==> src/design/updown_pkg.sv <==
package updown_pkg;
  localparam int          COUNT_W   = 20;
  localparam int          SEL_W     = 4;
  localparam int          REF_W     = 32;
  localparam logic [19:0] COUNT_MAX = 20'h0_F423F;
  localparam logic [19:0] COUNT_RST = 20'h0_0000;
endpackage

==> src/design/up_down_threshold_counter.sv <==
`timescale 1ns/100ps
`default_nettype none
module up_down_threshold_counter #(
  parameter int N_REF = 16
) (
  // Clock and reset
  input  wire logic                              clk,
  input  wire logic                              reset,
  // Pulse and control pins, asynchronous
  input  wire logic                              count_in,
  input  wire logic                              dir_in,
  input  wire logic                              clear_in,
  // Power restore event, retentivity option, scan tick
  input  wire logic                              power_restore,
  input  wire logic                              retentive,
  input  wire logic                              scan_tick,
  // Threshold sources
  input  wire logic [updown_pkg::COUNT_W-1:0]    on_const,
  input  wire logic [updown_pkg::COUNT_W-1:0]    off_const,
  input  wire logic                              on_use_ref,
  input  wire logic                              off_use_ref,
  input  wire logic [updown_pkg::SEL_W-1:0]      on_ref_sel,
  input  wire logic [updown_pkg::SEL_W-1:0]      off_ref_sel,
  input  wire logic [N_REF*updown_pkg::REF_W-1:0] ref_values,
  // Results
  output logic [updown_pkg::COUNT_W-1:0]         count,
  output logic                                   switch_out
);
  localparam int CW = updown_pkg::COUNT_W;
  localparam int RW = updown_pkg::REF_W;

  logic [2:0] sync_cnt, sync_dir, sync_clr;
  logic       cnt_lvl, dir_lvl, clr_lvl, cnt_prev;
  logic       next_cnt_lvl, next_dir_lvl, next_clr_lvl, next_cnt_prev;
  logic [CW-1:0] next_count;
  logic          next_switch_out;
  logic [CW-1:0] on_thr, off_thr;
  logic          rise;

  // Three stages; a level change is taken once stages two and three agree
  always_ff @(posedge clk or posedge reset) begin
    if (reset) begin
      sync_cnt <= 3'h0;
      sync_dir <= 3'h0;
      sync_clr <= 3'h0;
    end else begin
      sync_cnt <= {sync_cnt[1:0], count_in};
      sync_dir <= {sync_dir[1:0], dir_in};
      sync_clr <= {sync_clr[1:0], clear_in};
    end
  end

  // Referenced values are signed; clamp into 0..max
  function automatic logic [CW-1:0] clamp(input logic signed [RW-1:0] v);
    if (v < 0)
      clamp = '0;
    else if (v > $signed({{(RW-CW){1'b0}}, updown_pkg::COUNT_MAX}))
      clamp = updown_pkg::COUNT_MAX;
    else
      clamp = v[CW-1:0];
  endfunction

  always_comb begin
    on_thr  = on_const;
    off_thr = off_const;
    if (on_use_ref)
      on_thr = clamp(ref_values[on_ref_sel*RW +: RW]);
    if (off_use_ref)
      off_thr = clamp(ref_values[off_ref_sel*RW +: RW]);
  end

  // A pin that idles high through reset yields one false edge
  assign rise = cnt_lvl && !cnt_prev;

  always_comb begin
    next_cnt_lvl    = (sync_cnt[1] == sync_cnt[2]) ? sync_cnt[2] : cnt_lvl;
    next_dir_lvl    = (sync_dir[1] == sync_dir[2]) ? sync_dir[2] : dir_lvl;
    next_clr_lvl    = (sync_clr[1] == sync_clr[2]) ? sync_clr[2] : clr_lvl;
    next_cnt_prev   = cnt_lvl;
    next_count      = count;
    next_switch_out = switch_out;
    // Power loss outranks clear, clear outranks counting
    if (power_restore && !retentive) begin
      next_count      = updown_pkg::COUNT_RST;
      next_switch_out = 1'b0;
    end else if (clr_lvl) begin
      next_count      = updown_pkg::COUNT_RST;
      next_switch_out = 1'b0;
    end else begin
      if (rise) begin
        if (!dir_lvl && count != updown_pkg::COUNT_MAX)
          next_count = count + 1'b1;
        else if (dir_lvl && count != '0)
          next_count = count - 1'b1;
      end
      // Judged on the count held at the tick, so bursts can overshoot
      if (scan_tick) begin
        if (on_thr > off_thr) begin
          if (count >= on_thr)
            next_switch_out = 1'b1;
          else if (count < off_thr)
            next_switch_out = 1'b0;
        end else if (on_thr < off_thr)
          next_switch_out = (count > on_thr) && (count < off_thr);
        else
          // Equal thresholds leave an empty window
          next_switch_out = 1'b0;
      end
    end
  end

  always_ff @(posedge clk or posedge reset) begin
    if (reset) begin
      cnt_lvl    <= 1'b0;
      dir_lvl    <= 1'b0;
      clr_lvl    <= 1'b0;
      cnt_prev   <= 1'b0;
      count      <= updown_pkg::COUNT_RST;
      switch_out <= 1'b0;
    end else begin
      cnt_lvl    <= next_cnt_lvl;
      dir_lvl    <= next_dir_lvl;
      clr_lvl    <= next_clr_lvl;
      cnt_prev   <= next_cnt_prev;
      count      <= next_count;
      switch_out <= next_switch_out;
    end
  end

  // Checks use the filtered levels, so they see what the counter acts on
  clear_holds_a: assert property (@(posedge clk) disable iff (reset)
    clr_lvl && !power_restore |=> count == '0 && !switch_out)
    else $error("clear did not hold count and output low");

  clear_output_a: assert property (@(posedge clk) disable iff (reset)
    $past(clr_lvl) |-> !switch_out)
    else $error("output high while clear held");

  no_fall_count_a: assert property (@(posedge clk) disable iff (reset)
    !rise && !clr_lvl && !power_restore |=> $stable(count))
    else $error("count changed without rising edge");

  up_step_a: assert property (@(posedge clk) disable iff (reset)
    rise && !dir_lvl && !clr_lvl && !power_restore
      && count != updown_pkg::COUNT_MAX
      |=> count == $past(count) + 1'h1)
    else $error("up count step wrong");

  down_step_a: assert property (@(posedge clk) disable iff (reset)
    rise && dir_lvl && !clr_lvl && !power_restore && count != '0
      |=> count == $past(count) - 1'h1)
    else $error("down count step wrong");

  floor_hold_a: assert property (@(posedge clk) disable iff (reset)
    rise && dir_lvl && !clr_lvl && !power_restore && count == '0
      |=> count == '0)
    else $error("count wrapped below zero");

  count_range_a: assert property (@(posedge clk) disable iff (reset)
    count <= updown_pkg::COUNT_MAX)
    else $error("count out of range");

  power_clear_a: assert property (@(posedge clk) disable iff (reset)
    power_restore && !retentive |=> count == '0 && !switch_out)
    else $error("non-retentive power restore kept state");

  retain_keep_a: assert property (@(posedge clk) disable iff (reset)
    power_restore && retentive && !clr_lvl && !rise && !scan_tick
      |=> $stable(count) && $stable(switch_out))
    else $error("retentive power restore lost state");

  // Threshold checks judge the count held at the tick
  hyst_set_a: assert property (@(posedge clk) disable iff (reset)
    scan_tick && !clr_lvl && !power_restore && on_thr > off_thr
      && count >= on_thr |=> switch_out)
    else $error("output not set at upper threshold");

  hyst_clear_a: assert property (@(posedge clk) disable iff (reset)
    scan_tick && !clr_lvl && !power_restore && on_thr > off_thr
      && count < off_thr |=> !switch_out)
    else $error("output not cleared below lower threshold");

  hyst_hold_a: assert property (@(posedge clk) disable iff (reset)
    scan_tick && !clr_lvl && !power_restore && on_thr > off_thr
      && count < on_thr && count >= off_thr |=> $stable(switch_out))
    else $error("output moved inside hysteresis band");

  window_out_a: assert property (@(posedge clk) disable iff (reset)
    scan_tick && !clr_lvl && !power_restore && on_thr < off_thr
      |=> switch_out == ($past(count) > $past(on_thr)
                         && $past(count) < $past(off_thr)))
    else $error("window output wrong");

  equal_low_a: assert property (@(posedge clk) disable iff (reset)
    scan_tick && !clr_lvl && !power_restore && on_thr == off_thr
      |=> !switch_out)
    else $error("output high with equal thresholds");

  no_tick_hold_a: assert property (@(posedge clk) disable iff (reset)
    !scan_tick && !clr_lvl && !power_restore |=> $stable(switch_out))
    else $error("output changed outside scan tick");

  // Clamp checks watch the selected thresholds, not the raw references
  ref_clamp_a: assert property (@(posedge clk) disable iff (reset)
    on_use_ref |-> on_thr <= updown_pkg::COUNT_MAX)
    else $error("referenced threshold not clamped");

  off_clamp_a: assert property (@(posedge clk) disable iff (reset)
    off_use_ref |-> off_thr <= updown_pkg::COUNT_MAX)
    else $error("referenced lower threshold not clamped");

  ref_negative_a: assert property (@(posedge clk) disable iff (reset)
    on_use_ref && ref_values[on_ref_sel*RW + RW - 1] |-> on_thr == '0)
    else $error("negative reference not clamped to zero");

  // Main scenarios
  cov_up_c:     cover property (@(posedge clk) rise && !dir_lvl);
  cov_down_c:   cover property (@(posedge clk) rise && dir_lvl);
  cov_set_c:    cover property (@(posedge clk) $rose(switch_out));
  cov_clear_c:  cover property (@(posedge clk) $fell(switch_out) && clr_lvl);
  cov_ref_c:    cover property (@(posedge clk) off_use_ref && scan_tick);
endmodule
`default_nettype wire

==> config.mk <==
export PLATFORM = sky130hd
export DESIGN_NAME = up_down_threshold_counter
export DESIGN_NICKNAME = d
export VERILOG_FILES = /design/src/design/updown_pkg.sv /design/src/design/up_down_threshold_counter.sv
export SDC_FILE = /design/constraint.sdc
export NUM_CORES = 1
export LEC_CHECK = 0
export ABC_AREA = 0
export BUFFER_PORTS_ARGS = -buffer_cell sky130_fd_sc_hd__buf_2
export CAP_MARGIN = 0
export CORE_AREA = 3 3 226 228
export CTS_BUF_LIST = sky130_fd_sc_hd__clkbuf_8
export DETAILED_ROUTE_END_ITERATION = 7
export DIE_AREA = 0 0 229 231
export GPL_TIMING_DRIVEN = 0
export PLACE_DENSITY = 0.41
export SLEW_MARGIN = 15
export SYNTH_ARGS = -nofsm -noshare
export SYNTH_HDL_FRONTEND = slang
export SYNTH_SLANG_ARGS = --single-unit
==> constraint.sdc <==
create_clock -name clk -period 3.7 [get_ports clk]
set_input_delay 0.37 -clock clk [delete_from_list [all_inputs] [get_ports clk]]
set_output_delay 0.37 -clock clk [all_outputs]
set_load 0.01 [all_outputs]
* After elaboration in Yosys (flattened, before gate mapping)
Index checks and enable logic that the tools add are counted.
** Word-level totals
- Output and inout bits :: 21
- Logic and storage cells :: 59
- Input port bits :: 570
- Bits in registers :: 34
** Cells by class
- Mux-type cells :: 18
- Eq/ne operators :: 5
- Reductions and logical operators :: 14
- $add $sub $neg :: 2
- Order comparisons :: 9
- Shifts and indexed selects :: 2
** Operator list (count)
- variable part select 512 x 10 -> 32 bit :: 2
- two-way mux 20 bit :: 11
- > comparator 32 x 21 -> 1 bit (second input constant) :: 2
- less-than comparator 32 x 1 -> 1 bit (second input constant) :: 2
- > comparator 20 bit :: 2
- less-than comparator 20 bit :: 2
- adder 20 x 1 -> 20 bit (second input constant) :: 1
- greater-or-equal comparator 20 bit :: 1
- inequality test 20 bit (second input constant) :: 1
- nonzero test 20 bit :: 1
- subtractor 20 x 1 -> 20 bit (second input constant) :: 1
- two-way mux 1 bit :: 7
- nonzero test 3 bit :: 2
- logical AND 1 bit :: 5
- inequality test 5 x 3 -> 1 bit (second input constant) :: 1
- AND reduction 2 bit :: 2
- nonzero test 4 bit :: 1
- == test 1 bit :: 3
- logical NOT 1 bit :: 3

* Logic depth before layout (Yosys ltp)
Gate-level depths: netlist (run 1).
- Depth in word-level cells :: 12
- Depth in mapped cells :: 27

* Least setup slack after synthesis (run 1)
Ideal clock, no wire load.
- Path kind :: input-to-reg
- Start :: input off_ref_sel[0] (netlist name)
- End :: register switch_out
- Path slack :: -1528 ps
- Buffers on the path :: 7
- Arrival :: 5163 ps
- Cell stages on the path :: 23
- Cell sequence :: buf_4 -> buf_6 -> buf_2 -> buf_4 -> buf_4 -> buf_4 -> buf_2 -> mux4_2 -> mux4_2 -> o21ai_0 -> nor2_1 -> a21oi_1 -> ha_1 -> a21o_1 -> a21o_1 -> a21o_1 -> a21o_1 -> a21oi_1 -> o221ai_1 -> a21o_1 -> or3_1 -> mux2i_1 -> o21a_1
** On the way
- Word-level cells in the longest chain between the ends :: 12
- Elaborated cells between the ends (all ways) :: 17
- Classes of those cells :: 5 x order compare; 1 x eq/ne; 1 x shift; 8 x mux; 2 x reduce/logical
** Ends and longest elaborated chain
- start: declaration :: line up_down_threshold_counter.sv:23 : input wire logic [updown_pkg::SEL_W-1:0] off_ref_sel,
- variable part select 512 x 10 -> 32 bit * :: line up_down_threshold_counter.sv:69 : off_thr = clamp(ref_values[off_ref_sel*RW +: RW]);
- > comparator 32 x 21 -> 1 bit :: line up_down_threshold_counter.sv:57 : else if (v > $signed({{(RW-CW){1'b0}}, updown_pkg::COUNT_MAX}))
- two-way mux 20 bit :: line up_down_threshold_counter.sv:57
- two-way mux 20 bit * :: line up_down_threshold_counter.sv:55 : if (v < 0)
- two-way mux 20 bit * :: line up_down_threshold_counter.sv:68 : if (off_use_ref)
- less-than comparator 20 bit :: line up_down_threshold_counter.sv:101, up_down_threshold_counter.sv:104
- logical AND 1 bit :: line up_down_threshold_counter.sv:104 : next_switch_out = (count > on_thr) && (count < off_thr);
- two-way mux 1 bit :: line up_down_threshold_counter.sv:103 : end else if (on_thr < off_thr)
- two-way mux 1 bit :: line up_down_threshold_counter.sv:98 : if (on_thr > off_thr) begin
- two-way mux 1 bit :: line up_down_threshold_counter.sv:97 : if (scan_tick) begin
- two-way mux 1 bit :: line up_down_threshold_counter.sv:86 : end else if (clr_lvl) begin
- two-way mux 1 bit :: line up_down_threshold_counter.sv:83 : if (power_restore && !retentive) begin
- end signal: assignment :: line up_down_threshold_counter.sv:126 : switch_out <= next_switch_out;
- end: declaration :: line up_down_threshold_counter.sv:27 : output logic switch_out
Every way passes the cells marked *; elsewhere a longest branch is shown, timed or not. The select of a mux whose other input is x is not followed.
A chain may end at the register's enable or synchronous reset.

* Final worst setup path (run 1)
Ends and elaborated chain as after synthesis.

==> impl_metrics.toml, run 1 <==
[status]
status = "finished with violations"
violations = "negative setup slack"

[hold_path]
hold_path_class = "in2reg"
holdPathStages = 1

[clock_tree]
cts_buffers = 5
cts_hold_buffers = 0
clock_latency_ns = 0.29
clk_pin_slew_worst_paths_ns = 0.07
root_buffer = "clkbuf_8"
cts.sinks = 34
htree_levels = 2
cts_tree = "done"
clk_path_buf_depth = 2

[worst_setup_path]
cp_data_arrival_time_ns = 5.10
cp.required_ns = 3.92
reg2reg_slack_ns = -0.27
critPathLaunchType = "input port"
endpoint_kind = "register"
crit_type = "in2reg"
cp_max_fo = 6
reg2regPathDepth = 14

[power]
powerDensity_nw_per_um2 = 197
cellInternalPower_mw = 1.64
ir_worst_vdd_v = 0.000114
p_clk_share_pct = 9.9
p_switching_mw = 1.30
power_mw = 2.94
p_leak_nw = 6.66
switching_share_pct = 44.1
pwr-share-comb_pct = 73.6
seq_power_share_pct = 16.5

[timing]
post-route-period-util_pct = 132
finalHoldViolations = 0
slew_viol_final = 0
relSlewSlack_pct = 26.2
setup_ws_ns = -1.18
worst_slew_pin_slew_ns = 1.10
clock_skew_ns = 0.0141
rsz0062_at_grt = "yes"
fmax_mhz = 205
setup_viol = 5
holdWs_ns = 0.181
fin_crit_ns = 4.88

[floorplanning]
fp-row-count = 81
die_area_um2 = 52900
core_area_um2 = 49100
initial_utilization_pct = 20.6
num_io_pins = 591
die-width_um = 229
dieHeight_um = 231

[drt]
vias = 12200
via_per_inst = 5.43
drc = 0
wl_per_cell_um = 29.7
drt-pass1-iter-count = 5
routed_wl_mm = 66.9
antenna_left = 0
dr.first_iter.drc_count = 896

[synthesis]
async_flop_share_pct = 100
postSynthAreaPerCell_um2 = 10.7
synth_area_um2 = 10100
synth_flop_cell = "dfrtp_1"
synth-edff-count = 0
synth.distinct_cells = 61
yosysWarnings = 0
synth-seq-area-share_pct = 8.42
synthCells = 945
synth-seq-cells = 34
syn-num-nets = 1593

[placement]
dpl.cell_count = 2193
place_ws_ns = -2.95
portBuffers = 584
dp_hpwl_mm = 59.6
place.gp.congestion = 0.928

[finish]
final_cell_mix = "589 x buf_2, 203 x mux4_2, 76 x ha_1"
fin_nets = 2224
fin_cells = 2254
syn_to_final_growth_pct = 47.6
utilization_pct = 30.4
final_common_cell = "buf_2"
layout-drive-gt1-share_pct = 60.6

[global_routing]
grt_pass1_wl_mm = 92.8
grt.overflow.total = 0
grt_pass1_vias = 12600
grt_max_degree = 35
grt_usage_pct = 24.2
antenna_found_initial = 45

[flow_run]
max-cap-violations = 0
-- kinds of logic (layout without fill, tap and decap cells) --
group	Yosys count	in the layout	synth area share (%)
compound gates	239	240	15.3
xor+xnor	15	15	1.30
fa+ha+maj	81	81	10.0
buf+inv	102	733	4.73
flops	34	34	8.42
mux	221	221	47.1
other cells	0	13	0
simple gates	253	253	13.1
-- synth_stat cells, types with 3 or more instances --
cell      number  area [um^2]
a211oi_1       9         67.6
dfrtp_1       34          851
mux2_2         4         45.0
a21oi_1       67          335
nor4_1        39          244
o22ai_1        5         31.3
nand4_1       26          163
a22oi_1       18          135
inv_1         30          113
maj3_1         3         30.0
nand2b_1       7         43.8
o21ai_0       45          225
a22o_1        10         87.6
xnor2_1       10         87.6
buf_6          4         45.0
xor2_1         5         43.8
and3_1         5         31.3
nand2_1       35          131
nand3_1       19         95.1
or3_1          8         50.1
a31oi_1        5         31.3
mux4_2       203         4570
mux2i_1       14          140
buf_4         12         90.1
nor3_1        24          120
buf_2         16         80.1
a21o_1        38          285
o31ai_1        6         45.0
o21a_1         3         22.5
or2_2          4         25.0
ha_1          77          963
a21boi_0       5         37.5
and2_1         4         25.0
or4_1          7         52.6
o211ai_1       7         52.6
nor2_1        57          214
buf_1          4         15.0
nor2b_1       10         62.6
clkbuf_1      36          135
-- what timing repair did --
| action | CTS | global route |
|---|---|---|
| pin swaps | 15 | 22 |
| resized for setup | 123 | 30 |
| buffers inserted | 15 | 23 |
| gates cloned | 2 | 0 |
| endpoints found under the setup margin | 11 | 11 |
-- final timing paths --
path	endpoint	from
setup / recovery	switch_out$_DFFE_PP0P_	off_ref_sel[0]
hold / removal	sync_dir[0]$_DFF_PP0_	dir_in
setup reg to reg	count[18]$_DFFE_PP0P_	count[8]$_DFFE_PP0P_
hold reg to reg	sync_clr[1]$_DFF_PP0_	sync_clr[0]$_DFF_PP0_
max in group asynchronous	count[11]$_DFFE_PP0P_	reset
min in group asynchronous	cnt_lvl$_DFFE_PP0N_	reset
-- sequential cells by signal, summed over array words and instances (netlist names), 3 cells and up --
| register | cells |
|---|---|
| sync_clr | 3 |
| sync_cnt | 3 |
| sync_dir | 3 |
| count | 20 |
-- power by group through the flow --
stage | logic [mW] | registers [mW] | clock network [mW]
after floorplan | 1.19 | 0.462 | 0
after global placement | 1.97 | 0.492 | 0
after detailed placement | 1.99 | 0.491 | 0
after CTS | 2.11 | 0.486 | 0.298
after global routing | 2.34 | 0.492 | 0.312
final | 2.17 | 0.486 | 0.290
-- metrics by stage --
step / instance area (um^2) / setup TNS, ns
after global placement: 13900 / -5.44
after CTS: 14600 / -2.02
after global routing: 14900 / -3.40
final: 14900 / -1.97
after detailed placement: 14000 / -5.70
after floorplan: 10200 / -1.01
-- layer usage --
layer | up-vias | GRT usage, % | wire length, um
met3 | 74 | 5.03 | 5330
li1 | 5298 | - | -
met1 | 6259 | 34.1 | 29400
met4 | 26 | 2.27 | 720
met5 | - | 0 | 155
met2 | 571 | 39.9 | 31300
-- cell type report --
type                       instances  area [um^2]
timing repair buffer             623         3270
tap                              664          831
inverter                          30          113
multi-input combinational        810         9050
buffer                            72          667
clock inverter                     2         12.5
clock buffer                       6         82.6
sequential                        34          855
fill                            5310        34100
antenna                           13         32.5
-- critical path: stages --
cell      delay (ns)
buf_12          0.10
buf_16          0.12
mux4_2          0.48
mux4_2          0.51
or4_4           0.59
a211oi_4        0.27
o21ai_4         0.12
buf_8           0.18
o21ai_4         0.12
nor2_2          0.06
a21oi_2         0.21
ha_4            0.24
a21o_1          0.18
a21o_1          0.15
a21o_1          0.14
a21o_1          0.17
a21oi_2         0.15
o221ai_2        0.10
a21o_1          0.20
or3_1           0.31
mux2i_1         0.15
o21a_1          0.17
Power figures use the tool's default switching activity.
==> run 2, diff against run 1 <==
--- a/config.mk
+++ b/config.mk
@@ -8,12 +8,14 @@
 export ABC_AREA = 0
 export BUFFER_PORTS_ARGS = -buffer_cell sky130_fd_sc_hd__buf_2
 export CAP_MARGIN = 0
-export CORE_AREA = 3 3 226 228
+export CELL_PAD_IN_SITES_DETAIL_PLACEMENT = 1
+export CELL_PAD_IN_SITES_GLOBAL_PLACEMENT = 1
+export CORE_AREA = 3 3 230 232
 export CTS_BUF_LIST = sky130_fd_sc_hd__clkbuf_8
 export DETAILED_ROUTE_END_ITERATION = 7
-export DIE_AREA = 0 0 229 231
+export DIE_AREA = 0 0 233 235
 export GPL_TIMING_DRIVEN = 0
-export PLACE_DENSITY = 0.41
+export PLACE_DENSITY = 0.52
 export SLEW_MARGIN = 15
 export SYNTH_ARGS = -nofsm -noshare
 export SYNTH_HDL_FRONTEND = slang
==> run 2 against run 1 <==
Against the previous run: the run still ends with negative setup slack left; worst hold slack worse by 0.0039 ns; first-iteration DRC count is 8.6% lower; critical path depth is 4 lower; register-to-register slack hardly changed; wire length is 4.3% higher; fmax is 2.3% lower; sequential cell count stayed put; cell count is 0.71% higher; clock skew is 0.0053 ns lower; setup slack worse by 0.12 ns; clock power is 20% higher; highest routed layer unchanged.
==> impl_metrics.toml, run 2 (same netlist as run 1, synthesis figures left out) <==
[worst_setup_path]
cp_data_arrival_time_ns = 5.23
critPathBufInv = 1
r2r-end = "count[18]$_DFFE_PP0P_"
critPathLaunchType = "input port"
path_common_cell = "nand4_1"
cp.required_ns = 3.93
cp_max_fo = 4
reg2reg_slack_ns = -0.28
critPathTopFamily = "simple AND/OR/NAND/NOR gates"
cp_cell_sequence = "buf_2 > nor4_1 > nand4_1 > o21ai_0 > a22oi_1 > mux4_2 > o31a_1 > mux2_2 > ha_1 > nand4_1 > nor3_2 > nand3_1 > or3_4 > o221ai_2 > a21o_1 > o211ai_1 > mux2i_1 > o21a_1"
worstReg2RegStart = "count[17]$_DFFE_PP0P_"
slowest_stage = "nor4_1"
crit_type = "in2reg"
endpoint_kind = "register"
reg2regPathDepth = 14
slowest_delay_ns = 1.03

[floorplanning]
die_area_um2 = 54800
num_io_pins = 591
core_area_um2 = 51200
dieHeight_um = 235
fp-row-count = 83
die-width_um = 233
initial_utilization_pct = 19.7

[global_routing]
grt_pass1_vias = 13100
grt.overflow.total = 0
grt_max_degree = 35
antenna_found_initial = 48
grt_usage_pct = 24.6
grt_pass1_wl_mm = 97.3

[timing]
fin_tns_setup_ns = -1.71
slew_viol_final = 0
post-route-period-util_pct = 135
rsz0062_at_grt = "yes"
finalHoldViolations = 0
setup_ws_ns = -1.30
fmax_mhz = 200
worst_slew_pin_slew_ns = 1.26
clock_skew_ns = 0.00885
relSlewSlack_pct = 15.2
holdWs_ns = 0.177
setup_viol = 3
fin_crit_ns = 5.00

[power]
powerDensity_nw_per_um2 = 202
ir_worst_vdd_v = 0.000120
p_leak_nw = 6.64
power_mw = 3.01

[clock_tree]
clk_pin_slew_worst_paths_ns = 0.08
htree_levels = 2
cts_tree = "done"
cts_buffers = 5
cts.sinks = 34
clk_path_buf_depth = 2
clock_latency_ns = 0.30
root_buffer = "clkbuf_8"
cts_hold_buffers = 0

[drt]
routed_wl_mm = 69.8
drc = 0
antenna_left = 0
vias = 12300
drt-pass1-iter-count = 5
wl_per_cell_um = 30.7
via_per_inst = 5.41
dr.first_iter.drc_count = 819

[finish]
final_cell_mix = "586 x buf_2, 203 x mux4_2, 76 x ha_1"
final_common_cell = "buf_2"
fin_cells = 2270
layout-drive-gt1-share_pct = 60.6
syn_to_final_growth_pct = 47.5
regMostFlops = "count"
fin_nets = 2216
num-fill-cells = 6025
largest_register_ffs = 20
multi_input_area_um2 = 9060
seq_area_um2 = 860

[placement]
portBuffers = 584
dpl.cell_count = 2209
place.gp.congestion = 0.980
dp_hpwl_mm = 62.2

[status]
status = "finished with violations"
violations = "negative setup slack"

[flow_run]
max-cap-violations = 0

[hold_path]
hold_path_class = "in2async"
[run 2: how the worst max path moves through the flow]
stage | from | end | cells past startpoint
floorplan | off_ref_sel[0] | switch_out$_DFFE_PP0P_ | 22
global placement | off_ref_sel[1] | switch_out$_DFFE_PP0P_ | 21
detailed placement | off_ref_sel[1] | switch_out$_DFFE_PP0P_ | 21
CTS | off_ref_sel[0] | switch_out$_DFFE_PP0P_ | 22
global route | ref_values[62] | switch_out$_DFFE_PP0P_ | 22
finish | ref_values[507] | switch_out$_DFFE_PP0P_ | 18
[run 2: what timing repair did]
item,4_1_cts,5_1_grt
hold endpoints to repair,0,0
buffers inserted,25,4
resized for setup,124,23
setup endpoints to repair,11,10
pin swaps,17,7
gates cloned,3,0
[run 2: report_power, final]
| group | switching [mW] | total, mW | internal [mW] |
|---|---|---|---|
| clock | 0.147 | 0.348 | 0.200 |
| sequential | 0.0746 | 0.480 | 0.406 |
| combinational | 1.10 | 2.19 | 1.09 |
[run 2: metrics by stage]
step                      util, %  cell area (um^2)  worst slack (ns)
after floorplan                 -             10200             -1.01
after global placement       27.3             14000             -2.95
after detailed placement     27.3             14000             -2.98
after CTS                    28.8             14700             -1.22
after global routing         29.1             14900             -1.42
final                        29.1             14900             -1.30
[run 2: area by class of cell]
cell class              instances  share of cell area (%)
repair buffers                615                    21.7
multi-input cells             810                    60.8
inverters                      30                   0.756
well taps                     680                    5.71
diodes                         21                   0.353
plain buffers                  72                    4.20
clock buffers                   5                   0.462
flip-flops and latches         34                    5.77
clock inverters                 3                   0.302
[run 2: metal layers]
| layer | part of all wire, % | vias up | routed length, um | GRT usage [%] |
|---|---|---|---|---|
| met2 | 48 | 575 | 33200 | 40.8 |
| met1 | 41 | 6280 | 28800 | 32.7 |
| met5 | 0.19 | - | 133 | 0 |
| met3 | 7.9 | 105 | 5510 | 5.08 |
| li1 | - | 5292 | - | - |
| met4 | 3.0 | 22 | 2100 | 5.94 |
[run 2: worst register-to-register path: stages (launching register included)]
cell and delay (ns):
dfrtp_1 0.65, nand4_1 0.18, nor3_2 0.37, a21o_4 0.23, ha_1 0.28, nor2b_1 0.16
o21ai_0 0.21, nand2b_1 0.14, a31oi_2 0.27, o21ai_2 0.10, a311oi_2 0.37, o311ai_2 0.20
a21o_1 0.22, a2111o_1 0.42, o211ai_1 0.11
